### src/acqfc_defines.vh
// Operation
// - One sample rate per group, three groups
// - Rate command without group sets group 0
// - Rate codes 6300..6345, default 6317
// - Rate query returns group rate, default 0
// - Trigger setting accepted, arguments ignored
// - Trigger query reports 6713, slots zero
// - Positive count acquires N lines, then stops
// - Count zero runs until halted, small FIFO
// - Count -1 keeps only newest line
// - Start command clears overrun bit
// - State query reports unread FIFO lines
// - State 2 while active, 3 when ended
// - Status bit 0 is overrun, sticky
// - Halt ends acquisition, not output
// - Pointer move by signed offset, group 3 async
// - Pointer move without group uses group 0
// - Pointer query reports readable lines
// - Pointer query reports recording, default 0
// - Only format 1257 accepted
// - Bad sample replaced by 2e20
// - Format without group sets all groups
// - Each group has its own FIFO
`ifndef ACQFC_DEFINES_VH
`define ACQFC_DEFINES_VH

// ----------------------------------------
// Register byte offsets
// ----------------------------------------
`define ACQFC_CMD_OFS        8'h00
`define ACQFC_ARG_OFS        8'h04
`define ACQFC_QSEL_OFS       8'h08
`define ACQFC_RATE_Q_OFS     8'h0C
`define ACQFC_TRIG_MODE_OFS  8'h10
`define ACQFC_TRIG_SLOT_OFS  8'h14
`define ACQFC_TRIG_RSLOT_OFS 8'h18
`define ACQFC_ACQ_LINES_OFS  8'h1C
`define ACQFC_ACQ_STATE_OFS  8'h20
`define ACQFC_ACQ_STAT_OFS   8'h24
`define ACQFC_PTR_LINES_OFS  8'h28
`define ACQFC_REC_STATE_OFS  8'h2C
`define ACQFC_FMT_Q_OFS      8'h30
`define ACQFC_ERR_OFS        8'h34
`define ACQFC_DATA_OFS       8'h38

// ----------------------------------------
// Command word fields and opcodes
// ----------------------------------------
`define ACQFC_OP_MSB         3
`define ACQFC_GRP_LSB        4
`define ACQFC_GIVEN_BIT      6
`define ACQFC_OP_SET_RATE    4'h1
`define ACQFC_OP_SET_TRIG    4'h2
`define ACQFC_OP_START       4'h3
`define ACQFC_OP_HALT        4'h4
`define ACQFC_OP_MOVE_PTR    4'h5
`define ACQFC_OP_SET_FMT     4'h6

// ----------------------------------------
// Codes and reset values
// ----------------------------------------
`define ACQFC_RATE_DEFAULT   16'h18AD
`define ACQFC_TRIG_STANDALONE 16'h1A39
`define ACQFC_FMT_FLOAT      16'h04E9
`define ACQFC_ERR_VALUE      32'h612D_78EC
`define ACQFC_STATE_ACTIVE   32'h0000_0002
`define ACQFC_STATE_DONE     32'h0000_0003
`define ACQFC_MODE_FIN       2'h0
`define ACQFC_MODE_INF       2'h1
`define ACQFC_MODE_LAST      2'h2
`define ACQFC_RESP_OKAY      2'h0
`define ACQFC_RESP_SLVERR    2'h2

`endif

### src/acqfc_top.v
// The address map and the AXI4-Lite register port were decided locally.
`include "acqfc_defines.vh"

module acqfc_top #(
    parameter AW        = 4,
    parameter INF_LINES = 8
) (
    input  wire        clk_in,
    input  wire        rst_b_in,
    input  wire [7:0]  s_axi_awaddr_in,
    input  wire        s_axi_awvalid_in,
    output wire        s_axi_awready_out,
    input  wire [31:0] s_axi_wdata_in,
    input  wire [3:0]  s_axi_wstrb_in,
    input  wire        s_axi_wvalid_in,
    output wire        s_axi_wready_out,
    output wire [1:0]  s_axi_bresp_out,
    output wire        s_axi_bvalid_out,
    input  wire        s_axi_bready_in,
    input  wire [7:0]  s_axi_araddr_in,
    input  wire        s_axi_arvalid_in,
    output wire        s_axi_arready_out,
    output wire [31:0] s_axi_rdata_out,
    output wire [1:0]  s_axi_rresp_out,
    output wire        s_axi_rvalid_out,
    input  wire        s_axi_rready_in,
    input  wire [2:0]  line_valid_in,
    input  wire [95:0] line_data_in,
    input  wire [2:0]  line_err_in,
    output wire        acq_active_out,
    output wire        overrun_out
);

    localparam DEPTH = 1 << AW;

    // ----------------------------------------
    // Reset synchroniser
    // ----------------------------------------
    reg rst_s1_r;
    reg rst_s2_r;
    always @(posedge clk_in or negedge rst_b_in) begin
        if (!rst_b_in) begin
            rst_s1_r <= 1'b0;
            rst_s2_r <= 1'b0;
        end else begin
            rst_s1_r <= 1'b1;
            rst_s2_r <= rst_s1_r;
        end
    end
    wire rst_n = rst_s2_r;

    // ----------------------------------------
    // State
    // ----------------------------------------
    reg        awready_r;
    reg        wready_r;
    reg        bvalid_r;
    reg [1:0]  bresp_r;
    reg        arready_r;
    reg        rvalid_r;
    reg [1:0]  rresp_r;
    reg [31:0] rdata_r;
    reg        aw_hold_r;
    reg        w_hold_r;
    reg [7:0]  awaddr_r;
    reg [31:0] wdata_r;
    reg [3:0]  wstrb_r;
    reg [31:0] arg_r;
    reg [31:0] qsel_r;
    reg [31:0] cmd_word_r;
    reg        cmd_go_r;
    reg [2:0]  err_r;
    reg [15:0] rate_r [0:2];
    reg [15:0] fmt_r  [0:2];
    reg        active_r;
    reg [1:0]  mode_r;
    reg [31:0] target_r;
    reg [31:0] lines_r [0:2];
    reg [AW:0] wp_r [0:2];
    reg [AW:0] rp_r [0:2];
    reg        ovr_r;
    reg [31:0] mem [0:4*DEPTH-1];
    integer    g;

    // ----------------------------------------
    // Helpers
    // ----------------------------------------
    function [31:0] merge;
        input [31:0] old_v;
        input [31:0] new_v;
        input [3:0]  strb;
        integer b;
        begin
            merge = old_v;
            for (b = 0; b < 4; b = b + 1) begin
                if (strb[b]) begin
                    merge[8*b +: 8] = new_v[8*b +: 8];
                end
            end
        end
    endfunction

    // Fixed rate table; codes outside it are refused
    function is_rate;
        input [31:0] code;
        begin
            case (code)
                32'h0000_189C, 32'h0000_189D, 32'h0000_189E, 32'h0000_189F,
                32'h0000_18B6, 32'h0000_18A0, 32'h0000_18A1, 32'h0000_18A3,
                32'h0000_18A4, 32'h0000_18A5, 32'h0000_18A6, 32'h0000_18A7,
                32'h0000_18A9, 32'h0000_18AB, 32'h0000_18AD, 32'h0000_18AF,
                32'h0000_18B0, 32'h0000_18C9: is_rate = 1'b1;
                default: is_rate = 1'b0;
            endcase
        end
    endfunction

    function [AW:0] fill;
        input [1:0] grp;
        begin
            fill = wp_r[grp] - rp_r[grp];
        end
    endfunction

    // Line capacity of the current mode
    function [AW:0] cap;
        input [1:0] mode;
        begin
            if (mode == `ACQFC_MODE_LAST) begin
                cap = {{AW{1'b0}}, 1'b1};
            end else if (mode == `ACQFC_MODE_INF) begin
                cap = INF_LINES[AW:0];
            end else begin
                cap = DEPTH[AW:0];
            end
        end
    endfunction

    // ----------------------------------------
    // Command decode
    // ----------------------------------------
    wire [3:0]  cmd_op    = cmd_word_r[`ACQFC_OP_MSB:0];
    wire        cmd_given = cmd_word_r[`ACQFC_GIVEN_BIT];
    wire [1:0]  cmd_grp   = cmd_given ? cmd_word_r[`ACQFC_GRP_LSB +: 2] : 2'd0;
    wire        do_rate   = cmd_go_r && (cmd_op == `ACQFC_OP_SET_RATE);
    wire        do_start  = cmd_go_r && (cmd_op == `ACQFC_OP_START);
    wire        do_halt   = cmd_go_r && (cmd_op == `ACQFC_OP_HALT);
    wire        do_move   = cmd_go_r && (cmd_op == `ACQFC_OP_MOVE_PTR);
    wire        do_fmt    = cmd_go_r && (cmd_op == `ACQFC_OP_SET_FMT);
    wire        bad_op    = cmd_go_r && ((cmd_op == 4'h0) || (cmd_op > `ACQFC_OP_SET_FMT));
    wire        bad_grp   = (do_rate || do_fmt) && (cmd_grp == 2'd3);
    wire        bad_rate  = do_rate && !is_rate(arg_r);
    wire        bad_fmt   = do_fmt && (arg_r != {16'h0000, `ACQFC_FMT_FLOAT});
    wire        bad_start = do_start && arg_r[31] && (arg_r != 32'hFFFF_FFFF);
    wire [1:0]  q_grp     = qsel_r[2] ? qsel_r[1:0] : 2'd0;
    wire        q_ok      = (q_grp != 2'd3);

    // ----------------------------------------
    // Configuration and error flags
    // ----------------------------------------
    always @(posedge clk_in or negedge rst_n) begin
        if (!rst_n) begin
            for (g = 0; g < 3; g = g + 1) begin
                rate_r[g] <= `ACQFC_RATE_DEFAULT;
                fmt_r[g]  <= `ACQFC_FMT_FLOAT;
            end
            err_r <= 3'd0;
        end else begin
            if (do_rate && !bad_rate && !bad_grp) begin
                rate_r[cmd_grp] <= arg_r[15:0];
            end
            if (do_fmt && !bad_fmt && !bad_grp) begin
                for (g = 0; g < 3; g = g + 1) begin
                    if (!cmd_given || (cmd_grp == g[1:0])) begin
                        fmt_r[g] <= arg_r[15:0];
                    end
                end
            end
            // Trigger settings have no storage at all
            // Set wins over a software clear in the same cycle
            err_r <= (err_r & ~((aw_hold_r && w_hold_r && !bvalid_r &&
                                 awaddr_r == `ACQFC_ERR_OFS) ? wdata_r[2:0] : 3'd0))
                     | {bad_op || bad_grp || bad_start, bad_fmt, bad_rate};
        end
    end

    // ----------------------------------------
    // Acquisition control
    // ----------------------------------------
    reg [2:0] take;
    reg [2:0] drop;
    reg       all_done;
    always @* begin
        take     = 3'd0;
        drop     = 3'd0;
        all_done = 1'b1;
        for (g = 0; g < 3; g = g + 1) begin
            if (active_r && line_valid_in[g] &&
                ((mode_r != `ACQFC_MODE_FIN) || (lines_r[g] < target_r))) begin
                // Latest-line mode overwrites instead of refusing
                if ((fill(g[1:0]) >= cap(mode_r)) && (mode_r != `ACQFC_MODE_LAST)) begin
                    drop[g] = 1'b1;
                end else begin
                    take[g] = 1'b1;
                end
            end
            if (lines_r[g] < target_r) begin
                all_done = 1'b0;
            end
        end
    end

    always @(posedge clk_in or negedge rst_n) begin
        if (!rst_n) begin
            active_r <= 1'b0;
            mode_r   <= `ACQFC_MODE_INF;
            target_r <= 32'd0;
            ovr_r    <= 1'b0;
            for (g = 0; g < 3; g = g + 1) begin
                lines_r[g] <= 32'd0;
            end
        end else begin
            if (do_start && !bad_start) begin
                active_r <= 1'b1;
                target_r <= arg_r;
                if (arg_r == 32'hFFFF_FFFF) begin
                    mode_r <= `ACQFC_MODE_LAST;
                end else if (arg_r == 32'd0) begin
                    mode_r <= `ACQFC_MODE_INF;
                end else begin
                    mode_r <= `ACQFC_MODE_FIN;
                end
                for (g = 0; g < 3; g = g + 1) begin
                    lines_r[g] <= 32'd0;
                end
            end else begin
                if (do_halt) begin
                    active_r <= 1'b0;
                end else if (active_r && (mode_r == `ACQFC_MODE_FIN) && all_done) begin
                    active_r <= 1'b0;
                end
                for (g = 0; g < 3; g = g + 1) begin
                    if (take[g] || drop[g]) begin
                        lines_r[g] <= lines_r[g] + 32'd1;
                    end
                end
            end
            // Overrun survives a start that meets a new overrun
            if (|drop) begin
                ovr_r <= 1'b1;
            end else if (do_start && !bad_start) begin
                ovr_r <= 1'b0;
            end
        end
    end

    // ----------------------------------------
    // FIFO pointers and storage
    // ----------------------------------------
    wire data_rd = s_axi_arvalid_in && arready_r && (s_axi_araddr_in == `ACQFC_DATA_OFS);
    wire pop     = data_rd && q_ok && (fill(q_grp) != 0);

    always @(posedge clk_in) begin
        for (g = 0; g < 3; g = g + 1) begin
            if (take[g]) begin
                mem[{g[1:0], wp_r[g][AW-1:0]}] <= line_err_in[g] ? `ACQFC_ERR_VALUE :
                                                  line_data_in[32*g +: 32];
            end
        end
    end

    always @(posedge clk_in or negedge rst_n) begin
        if (!rst_n) begin
            for (g = 0; g < 3; g = g + 1) begin
                wp_r[g] <= {(AW+1){1'b0}};
                rp_r[g] <= {(AW+1){1'b0}};
            end
        end else begin
            for (g = 0; g < 3; g = g + 1) begin
                if (do_start && !bad_start) begin
                    wp_r[g] <= {(AW+1){1'b0}};
                    rp_r[g] <= {(AW+1){1'b0}};
                end else begin
                    if (take[g]) begin
                        wp_r[g] <= wp_r[g] + 1'b1;
                    end
                    // No range check: host keeps the offset legal
                    if (do_move && (cmd_grp == g[1:0])) begin
                        rp_r[g] <= rp_r[g] + arg_r[AW:0];
                    end else if (take[g] && (mode_r == `ACQFC_MODE_LAST) &&
                                 (fill(g[1:0]) != 0)) begin
                        rp_r[g] <= rp_r[g] + 1'b1;
                    end else if (pop && (q_grp == g[1:0])) begin
                        rp_r[g] <= rp_r[g] + 1'b1;
                    end
                end
            end
        end
    end

    // ----------------------------------------
    // Read decode
    // ----------------------------------------
    reg [31:0] rd_mux;
    reg        rd_err;
    always @* begin
        rd_mux = 32'd0;
        rd_err = 1'b0;
        if (s_axi_araddr_in == `ACQFC_CMD_OFS) begin
            rd_mux = cmd_word_r;
        end else if (s_axi_araddr_in == `ACQFC_ARG_OFS) begin
            rd_mux = arg_r;
        end else if (s_axi_araddr_in == `ACQFC_QSEL_OFS) begin
            rd_mux = qsel_r;
        end else if (s_axi_araddr_in == `ACQFC_RATE_Q_OFS) begin
            rd_mux = q_ok ? {16'h0000, rate_r[q_grp]} : 32'd0;
        end else if (s_axi_araddr_in == `ACQFC_TRIG_MODE_OFS) begin
            rd_mux = {16'h0000, `ACQFC_TRIG_STANDALONE};
        end else if (s_axi_araddr_in == `ACQFC_TRIG_SLOT_OFS) begin
            rd_mux = 32'd0;
        end else if (s_axi_araddr_in == `ACQFC_TRIG_RSLOT_OFS) begin
            rd_mux = 32'd0;
        end else if (s_axi_araddr_in == `ACQFC_ACQ_LINES_OFS) begin
            rd_mux = q_ok ? {{(31-AW){1'b0}}, fill(q_grp)} : 32'd0;
        end else if (s_axi_araddr_in == `ACQFC_ACQ_STATE_OFS) begin
            rd_mux = active_r ? `ACQFC_STATE_ACTIVE : `ACQFC_STATE_DONE;
        end else if (s_axi_araddr_in == `ACQFC_ACQ_STAT_OFS) begin
            rd_mux = {31'd0, ovr_r};
        end else if (s_axi_araddr_in == `ACQFC_PTR_LINES_OFS) begin
            rd_mux = q_ok ? {{(31-AW){1'b0}}, fill(q_grp)} : 32'd0;
        end else if (s_axi_araddr_in == `ACQFC_REC_STATE_OFS) begin
            rd_mux = {31'd0, active_r};
        end else if (s_axi_araddr_in == `ACQFC_FMT_Q_OFS) begin
            rd_mux = q_ok ? {16'h0000, fmt_r[q_grp]} : 32'd0;
        end else if (s_axi_araddr_in == `ACQFC_ERR_OFS) begin
            rd_mux = {29'd0, err_r};
        end else if (s_axi_araddr_in == `ACQFC_DATA_OFS) begin
            // Halt does not end output: data is read until the FIFO is empty
            rd_mux = pop ? mem[{q_grp, rp_r[q_grp][AW-1:0]}] : 32'd0;
        end else begin
            rd_err = 1'b1;
        end
    end

    // ----------------------------------------
    // AXI4-Lite slave
    // ----------------------------------------
    wire wr_commit = aw_hold_r && w_hold_r && !bvalid_r;
    wire wr_known  = (awaddr_r == `ACQFC_CMD_OFS) || (awaddr_r == `ACQFC_ARG_OFS) ||
                     (awaddr_r == `ACQFC_QSEL_OFS) || (awaddr_r == `ACQFC_ERR_OFS);

    always @(posedge clk_in or negedge rst_n) begin
        if (!rst_n) begin
            awready_r  <= 1'b0;
            wready_r   <= 1'b0;
            bvalid_r   <= 1'b0;
            bresp_r    <= `ACQFC_RESP_OKAY;
            arready_r  <= 1'b0;
            rvalid_r   <= 1'b0;
            rresp_r    <= `ACQFC_RESP_OKAY;
            rdata_r    <= 32'd0;
            aw_hold_r  <= 1'b0;
            w_hold_r   <= 1'b0;
            awaddr_r   <= 8'd0;
            wdata_r    <= 32'd0;
            wstrb_r    <= 4'd0;
            arg_r      <= 32'd0;
            qsel_r     <= 32'd0;
            cmd_word_r <= 32'd0;
            cmd_go_r   <= 1'b0;
        end else begin
            cmd_go_r <= 1'b0;
            if (!aw_hold_r && !awready_r && !bvalid_r) begin
                awready_r <= 1'b1;
            end
            if (!w_hold_r && !wready_r && !bvalid_r) begin
                wready_r <= 1'b1;
            end
            if (s_axi_awvalid_in && awready_r) begin
                aw_hold_r <= 1'b1;
                awready_r <= 1'b0;
                awaddr_r  <= {s_axi_awaddr_in[7:2], 2'b00};
            end
            if (s_axi_wvalid_in && wready_r) begin
                w_hold_r <= 1'b1;
                wready_r <= 1'b0;
                wdata_r  <= s_axi_wdata_in;
                wstrb_r  <= s_axi_wstrb_in;
            end
            if (wr_commit) begin
                aw_hold_r <= 1'b0;
                w_hold_r  <= 1'b0;
                bvalid_r  <= 1'b1;
                bresp_r   <= wr_known ? `ACQFC_RESP_OKAY : `ACQFC_RESP_SLVERR;
                if (awaddr_r == `ACQFC_CMD_OFS) begin
                    cmd_word_r <= merge(cmd_word_r, wdata_r, wstrb_r);
                    cmd_go_r   <= 1'b1;
                end else if (awaddr_r == `ACQFC_ARG_OFS) begin
                    arg_r <= merge(arg_r, wdata_r, wstrb_r);
                end else if (awaddr_r == `ACQFC_QSEL_OFS) begin
                    qsel_r <= merge(qsel_r, wdata_r, wstrb_r) & 32'h0000_0007;
                end
            end
            if (bvalid_r && s_axi_bready_in) begin
                bvalid_r <= 1'b0;
            end
            if (!rvalid_r && !arready_r) begin
                arready_r <= 1'b1;
            end
            if (s_axi_arvalid_in && arready_r) begin
                arready_r <= 1'b0;
                rvalid_r  <= 1'b1;
                rdata_r   <= rd_mux;
                rresp_r   <= rd_err ? `ACQFC_RESP_SLVERR : `ACQFC_RESP_OKAY;
            end
            if (rvalid_r && s_axi_rready_in) begin
                rvalid_r <= 1'b0;
            end
        end
    end

    assign s_axi_awready_out = awready_r;
    assign s_axi_wready_out  = wready_r;
    assign s_axi_bresp_out   = bresp_r;
    assign s_axi_bvalid_out  = bvalid_r;
    assign s_axi_arready_out = arready_r;
    assign s_axi_rdata_out   = rdata_r;
    assign s_axi_rresp_out   = rresp_r;
    assign s_axi_rvalid_out  = rvalid_r;
    assign acq_active_out    = active_r;
    assign overrun_out       = ovr_r;

endmodule // acqfc_top

### config.mk
export PLATFORM = sky130hd
export DESIGN_NAME = acqfc_top
export DESIGN_NICKNAME = d
export VERILOG_FILES = /design/src/acqfc_top.v
export VERILOG_INCLUDE_DIRS = /design/src
export SDC_FILE = /design/constraint.sdc
export NUM_CORES = 2
export LEC_CHECK = 0
export BUFFER_PORTS_ARGS = -buffer_cell sky130_fd_sc_hd__buf_2
export CORE_AREA = 2 2 436 438
export CTS_BUF_LIST = sky130_fd_sc_hd__clkbuf_8
export DETAILED_ROUTE_END_ITERATION = 12
export DIE_AREA = 0 0 438 440
export PLACE_DENSITY = 0.59
export RECOVER_POWER = 50
export REMOVE_ABC_BUFFERS = 1
export SLEW_MARGIN = 20
export SYNTH_ARGS = -nofsm -noshare
export SYNTH_HDL_FRONTEND = slang
export SYNTH_SLANG_ARGS = --single-unit
### constraint.sdc
create_clock -name clk_in -period 15.04 [get_ports clk_in]
set_input_delay 3.008 -clock clk_in [delete_from_list [all_inputs] [get_ports clk_in]]
set_output_delay 3.008 -clock clk_in [all_outputs]
set_load 0.1 [all_outputs]
* Word-level counts from Yosys, hierarchy flattened
Memory sizes are Yosys's and may differ from the RTL's. Cells that the tools add are included.
Word-level totals: register bits after elaboration 416, RAM bits 2048, input bits 161, output and inout bits 43, word-level logic and storage cells 390, memories 1
Memories:
- mem | words 64, width 32, read ports 1, clocked after Yosys merged registers in 0, write ports 3, RTL line acqfc_top.v:82 | reg [31:0] mem [0:4*DEPTH-1];
Operators by class: add/sub/neg operators 16, magnitude comparators 10, equal/unequal tests 52, mux-type cells 130, bitwise operators 7, reductions and logical operators 129
Operator list (count):
- 32-bit two-way mux | 22
- 32-bit by 13-bit equality test with 1-bit output (second input constant) | 18
- 5-bit two-way mux | 28
- 16-bit two-way mux | 7
- 32-bit by 1-bit adder with 32-bit output (second input constant) | 3
- 32-bit less-than comparator | 3
- 96-bit two-way mux | 1
- 16-bit binary-select mux with 2-bit select | 2
- 1-bit two-way mux | 60
- 8-bit by 6-bit equality test with 1-bit output (second input constant) | 7
- 1-bit logical AND | 56
- 48-bit bitwise mux | 1
- 16-bit demux with 2-bit select | 1
- 32-bit equality test (second input constant) | 1
- 8-bit by 5-bit equality test with 1-bit output (second input constant) | 4
- 32-bit logical NOT | 1
- 32-bit by 11-bit inequality test with 1-bit output (second input constant) | 1
- 32-bit inequality test (second input constant) | 1
- 5-bit by 1-bit adder with 5-bit output (second input constant) | 6
- 2-bit nonzero test | 15
- 5-bit binary-select mux with 2-bit select | 2
- 5-bit nonzero test | 4
- 5-bit subtractor | 4
- 18-bit OR reduction | 1
- other kinds (35) | 95

* Depth between registers and ports, before layout
word-level depth 24, mapped depth 21

* Least setup slack after synthesis
No wires, ideal clock.
path type input-to-reg, start point in line_valid_in[2], end point mem mem[40][0], enable pin, setup time 0.502 ns, arrival 6.961 ns, required time 14.538 ns, path slack 7.578 ns, stages on the path 4, path buffers 0, path through nand2_1 nor4_2 nand2_1 nor4_1
RTL lines:
- start, declared | RTL line acqfc_top.v:27 | input wire [2:0] line_valid_in,
- end, declared | RTL line acqfc_top.v:82

==> out/results.tsv <==
stage	metric	value	unit
status	status	complete, but fails checks	
status	violations	max-capacitance violations, max-slew violations	
cells_and_area	final_common_cell	edfxtp_1	
route	first_pass_iters	8	
worst_setup_path	worstPathArrival	8480	ps
cells_and_area	stdcell_count	9325	
die	coreArea	189000	sq um
placement	dp_cells	8738	
global_routing	track_usage	25.7	%
route	vias	54500	
pwr	seq_power_share	50.0	%
cts	cts_buffers	343	
placement	pre_cts_slack	7880	ps
route	wl_per_cell	26.8	microns
logic_synthesis	synthDistinctLibCells	95	
logic_synthesis	postSynthAreaPerCell	13.5	sq um
logic_synthesis	ys.flop_type	edfxtp_1	
die	die_x	438	microns
sta	whs	351	ps
sta	fin_crit_sh	55.7	%
cts	cts_max_level	5	
cts	cts_root_buffer	clkbuf_8	
sta	setup_violations	0	
worst_setup_path	end_kind	async pin	
sta	worstMarginPinSlew	4240	ps
min_path	hold_path_class	flop to flop	
cells_and_area	area_delta_synth_final	11.9	%
cells_and_area	drive_above_1_share	15.6	%
cts	cts_tree	done	
sta	tns	0	ps
pwr	powerDensity	131	nW/um^2
logic_synthesis	seq_area_frac_synth	67.1	%
worst_setup_path	cp_slowest_cell	clkbuf_1	
pwr	p_clk_share	36.0	%
worst_setup_path	crit_chain	clkbuf_1 -> clkbuf_1	
pwr	power.switching	3.54	mW
global_routing	grt_pass1_vias	53200	
route	detail_route.wirelength	250	mm
global_routing	grt_overflow	0	
sta	hold_viol_final	0	
cells_and_area	nFillCells	16300	
route	drtIter0Drc	4905	
logic_synthesis	syn_area	84300	sq um
worst_setup_path	path_class	flop to async pin	
sta	drv_slew	463	
pwr	switching_share	28.6	%
cts	clk_pin_slew	60	ps
sta	timing.fmax	0.119	GHz
cts	cts_setup_buffers	0	
cells_and_area	mostFrequentLayoutCells	edfxtp_1 (1536), nand2_1 (1003), mux2i_1 (405), clkbuf_8 (375), dfrtp_1 (374)	
cts	insertion_delay	1040	ps
route	remaining_drc_errors	0	
pwr	finalPower	12.4	mW
die	fp-row-count	160	
sta	fin_skew	99.5	ps
cells_and_area	fin_nets	6885	
worst_setup_path	crit_path_max_fanout	70	
logic_synthesis	yosys_warnings	0	
worst_setup_path	cp_common_cell	clkbuf_1	
die	ios	204	
route	viasPerCell	5.85	
pwr	combPwrFrac	14.0	%
logic_synthesis	async_flop_share	21.2	%
pwr	ir_drop	161	uV
run	maxCapViolCount	10	
pwr	p_leak	34.6	nW
die	die_area	193000	sq um
sta	slew_headroom	-183	%
global_routing	antenna_found_initial	8	
logic_synthesis	netlist_instances	6253	
placement	dp_hpwl	147	mm
worst_setup_path	start_kind	flop	
sta	setup_ws	6670	ps
pwr	power.internal	8.86	mW
global_routing	grt_max_degree	156	
die	die_h	440	microns
cts	cts.sinks	1950	
sta	period_needed	8370	ps
cts	clockBufferDepth	4	
cts	hold_buffers	0	
placement	gp_congestion	0.888	
worst_setup_path	required	15150	ps
worst_setup_path	slowest_delay	2980	ps
logic_synthesis	synth_edf_count	1536	
route	antenna_left	0	
placement	numPortBuffers	199	
sta	grt_setup_unrepaired	no	
global_routing	grt_pass1_wl	364	mm
cts	post_cts_resized	0	
logic_synthesis	synth.ff_latch_count	1950	
die	start_util	44.7	%
-- critical path: cells and delay by family (launching register included) --
| family | cells | cell delay, ps |
|---|---|---|
| buf+inv | 2 | 4990 |
| flops | 1 | 2430 |
-- Yosys cell counts, types with 37 or more instances --
| library cell | n | area, sq um |
|---|---|---|
| mux2_2 | 128 | 1440 |
| nand3_1 | 306 | 1530 |
| or4_1 | 37 | 278 |
| dfrtp_1 | 374 | 9360 |
| a21o_1 | 48 | 360 |
| clkbuf_1 | 195 | 732 |
| o21ai_0 | 177 | 886 |
| dfstp_2 | 40 | 1050 |
| a22oi_1 | 113 | 848 |
| and3_1 | 122 | 763 |
| a311oi_1 | 77 | 674 |
| nor3_1 | 54 | 270 |
| o311ai_1 | 37 | 324 |
| edfxtp_1 | 1536 | 46100 |
| or2_2 | 60 | 375 |
| nor2_1 | 132 | 495 |
| nor2b_1 | 74 | 463 |
| buf_2 | 114 | 571 |
| ha_1 | 145 | 1810 |
| nand2b_1 | 38 | 238 |
| and2_1 | 53 | 332 |
| mux4_2 | 71 | 1600 |
| inv_1 | 107 | 402 |
| a21oi_1 | 218 | 1090 |
| or3_1 | 57 | 357 |
| nand2_1 | 1004 | 3770 |
| nand4_1 | 53 | 332 |
| mux2i_1 | 405 | 4050 |
-- flip-flops by register name, indices dropped and copies added (netlist names), 2 cells and up --
name	cells
mem	1536
lines_r	96
fmt_r	48
rate_r	48
arg_r	32
cmd_word_r	32
s_axi_rdata_out	32
target_r	32
wdata_r	32
rp_r	15
wp_r	15
awaddr_r	6
wstrb_r	4
err_r	3
qsel_r	3
mode_r	2
-- cell families (layout without fill, tap and decap cells) --
| logic type | after synthesis | after routing | synth area share [%] |
|---|---|---|---|
| AOI/OAI and AO/OA | 953 | 953 | 7.60 |
| and+or+nand+nor | 2077 | 2077 | 11.7 |
| DFF | 1950 | 1950 | 67.1 |
| other | 2 | 9 | 0.00891 |
| muxes | 611 | 611 | 8.51 |
| adders and majority gates | 152 | 152 | 2.32 |
| xor gates and xnor gates | 35 | 35 | 0.364 |
| buffers and inverters | 473 | 1027 | 2.40 |
-- layout make-up --
| class | count | area [sq um] | area share [%] |
|---|---|---|---|
| Sequential cell | 1950 | 56500 | 59.9 |
| Antenna cell | 6 | 15.0 | 0.0159 |
| Inverter | 113 | 442 | 0.468 |
| Tap cell | 2511 | 3140 | 3.33 |
| Clock buffer | 375 | 5160 | 5.47 |
| Timing Repair Buffer | 333 | 2020 | 2.14 |
| Clock inverter | 206 | 933 | 0.989 |
| Multi-Input combinational cell | 3831 | 26100 | 27.7 |
-- per-layer routing --
| layer | part of all wire [%] | vias up | track usage (%) |
|---|---|---|---|
| met5 | 0.0032 | - | 0 |
| met4 | 4.3 | 2 | 11.0 |
| met3 | 6.7 | 447 | 4.02 |
| met2 | 47 | 2066 | 40.9 |
| met1 | 42 | 27800 | 35.3 |
| li1 | - | 24300 | - |
-- per-stage QoR --
stage | instance area [sq um] | util, %
2_1_floorplan | 82700 | -
3_3_place_gp | 88300 | 46.8
3_5_place_dp | 88300 | 46.8
4_1_cts | 94400 | 50.1
5_1_grt | 94300 | 50.0
6_report | 94400 | 50.0
-- worst paths after layout --
path / startpoint / to / slack, ps / cells past startpoint
max: rst_n / lines_r[57] / 6670 / 2
min: rst_s1_r / rst_n / 350 / 0
max reg2reg: rst_n / lines_r[57] / 6670 / 2
min reg2reg: rst_s1_r / rst_n / 350 / 0
max in group clk_in: qsel_r[1] / s_axi_rdata_out[7] / 7720 / 18
min in group asynchronous: rst_n / s_axi_rdata_out[21] / 1300 / 0
-- power groups by stage --
| stage | Clock (mW) | Combinational [mW] | Sequential, mW |
|---|---|---|---|
| 2_1_floorplan | 0 | 1.58 | 6.49 |
| 3_3_place_gp | 0 | 1.72 | 6.31 |
| 3_5_place_dp | 0 | 1.74 | 6.31 |
| 4_1_cts | 4.54 | 1.75 | 6.21 |
| 5_1_grt | 4.79 | 1.85 | 6.23 |
| 6_report | 4.46 | 1.73 | 6.21 |
No activity file was read; power rests on OpenSTA's default activity.
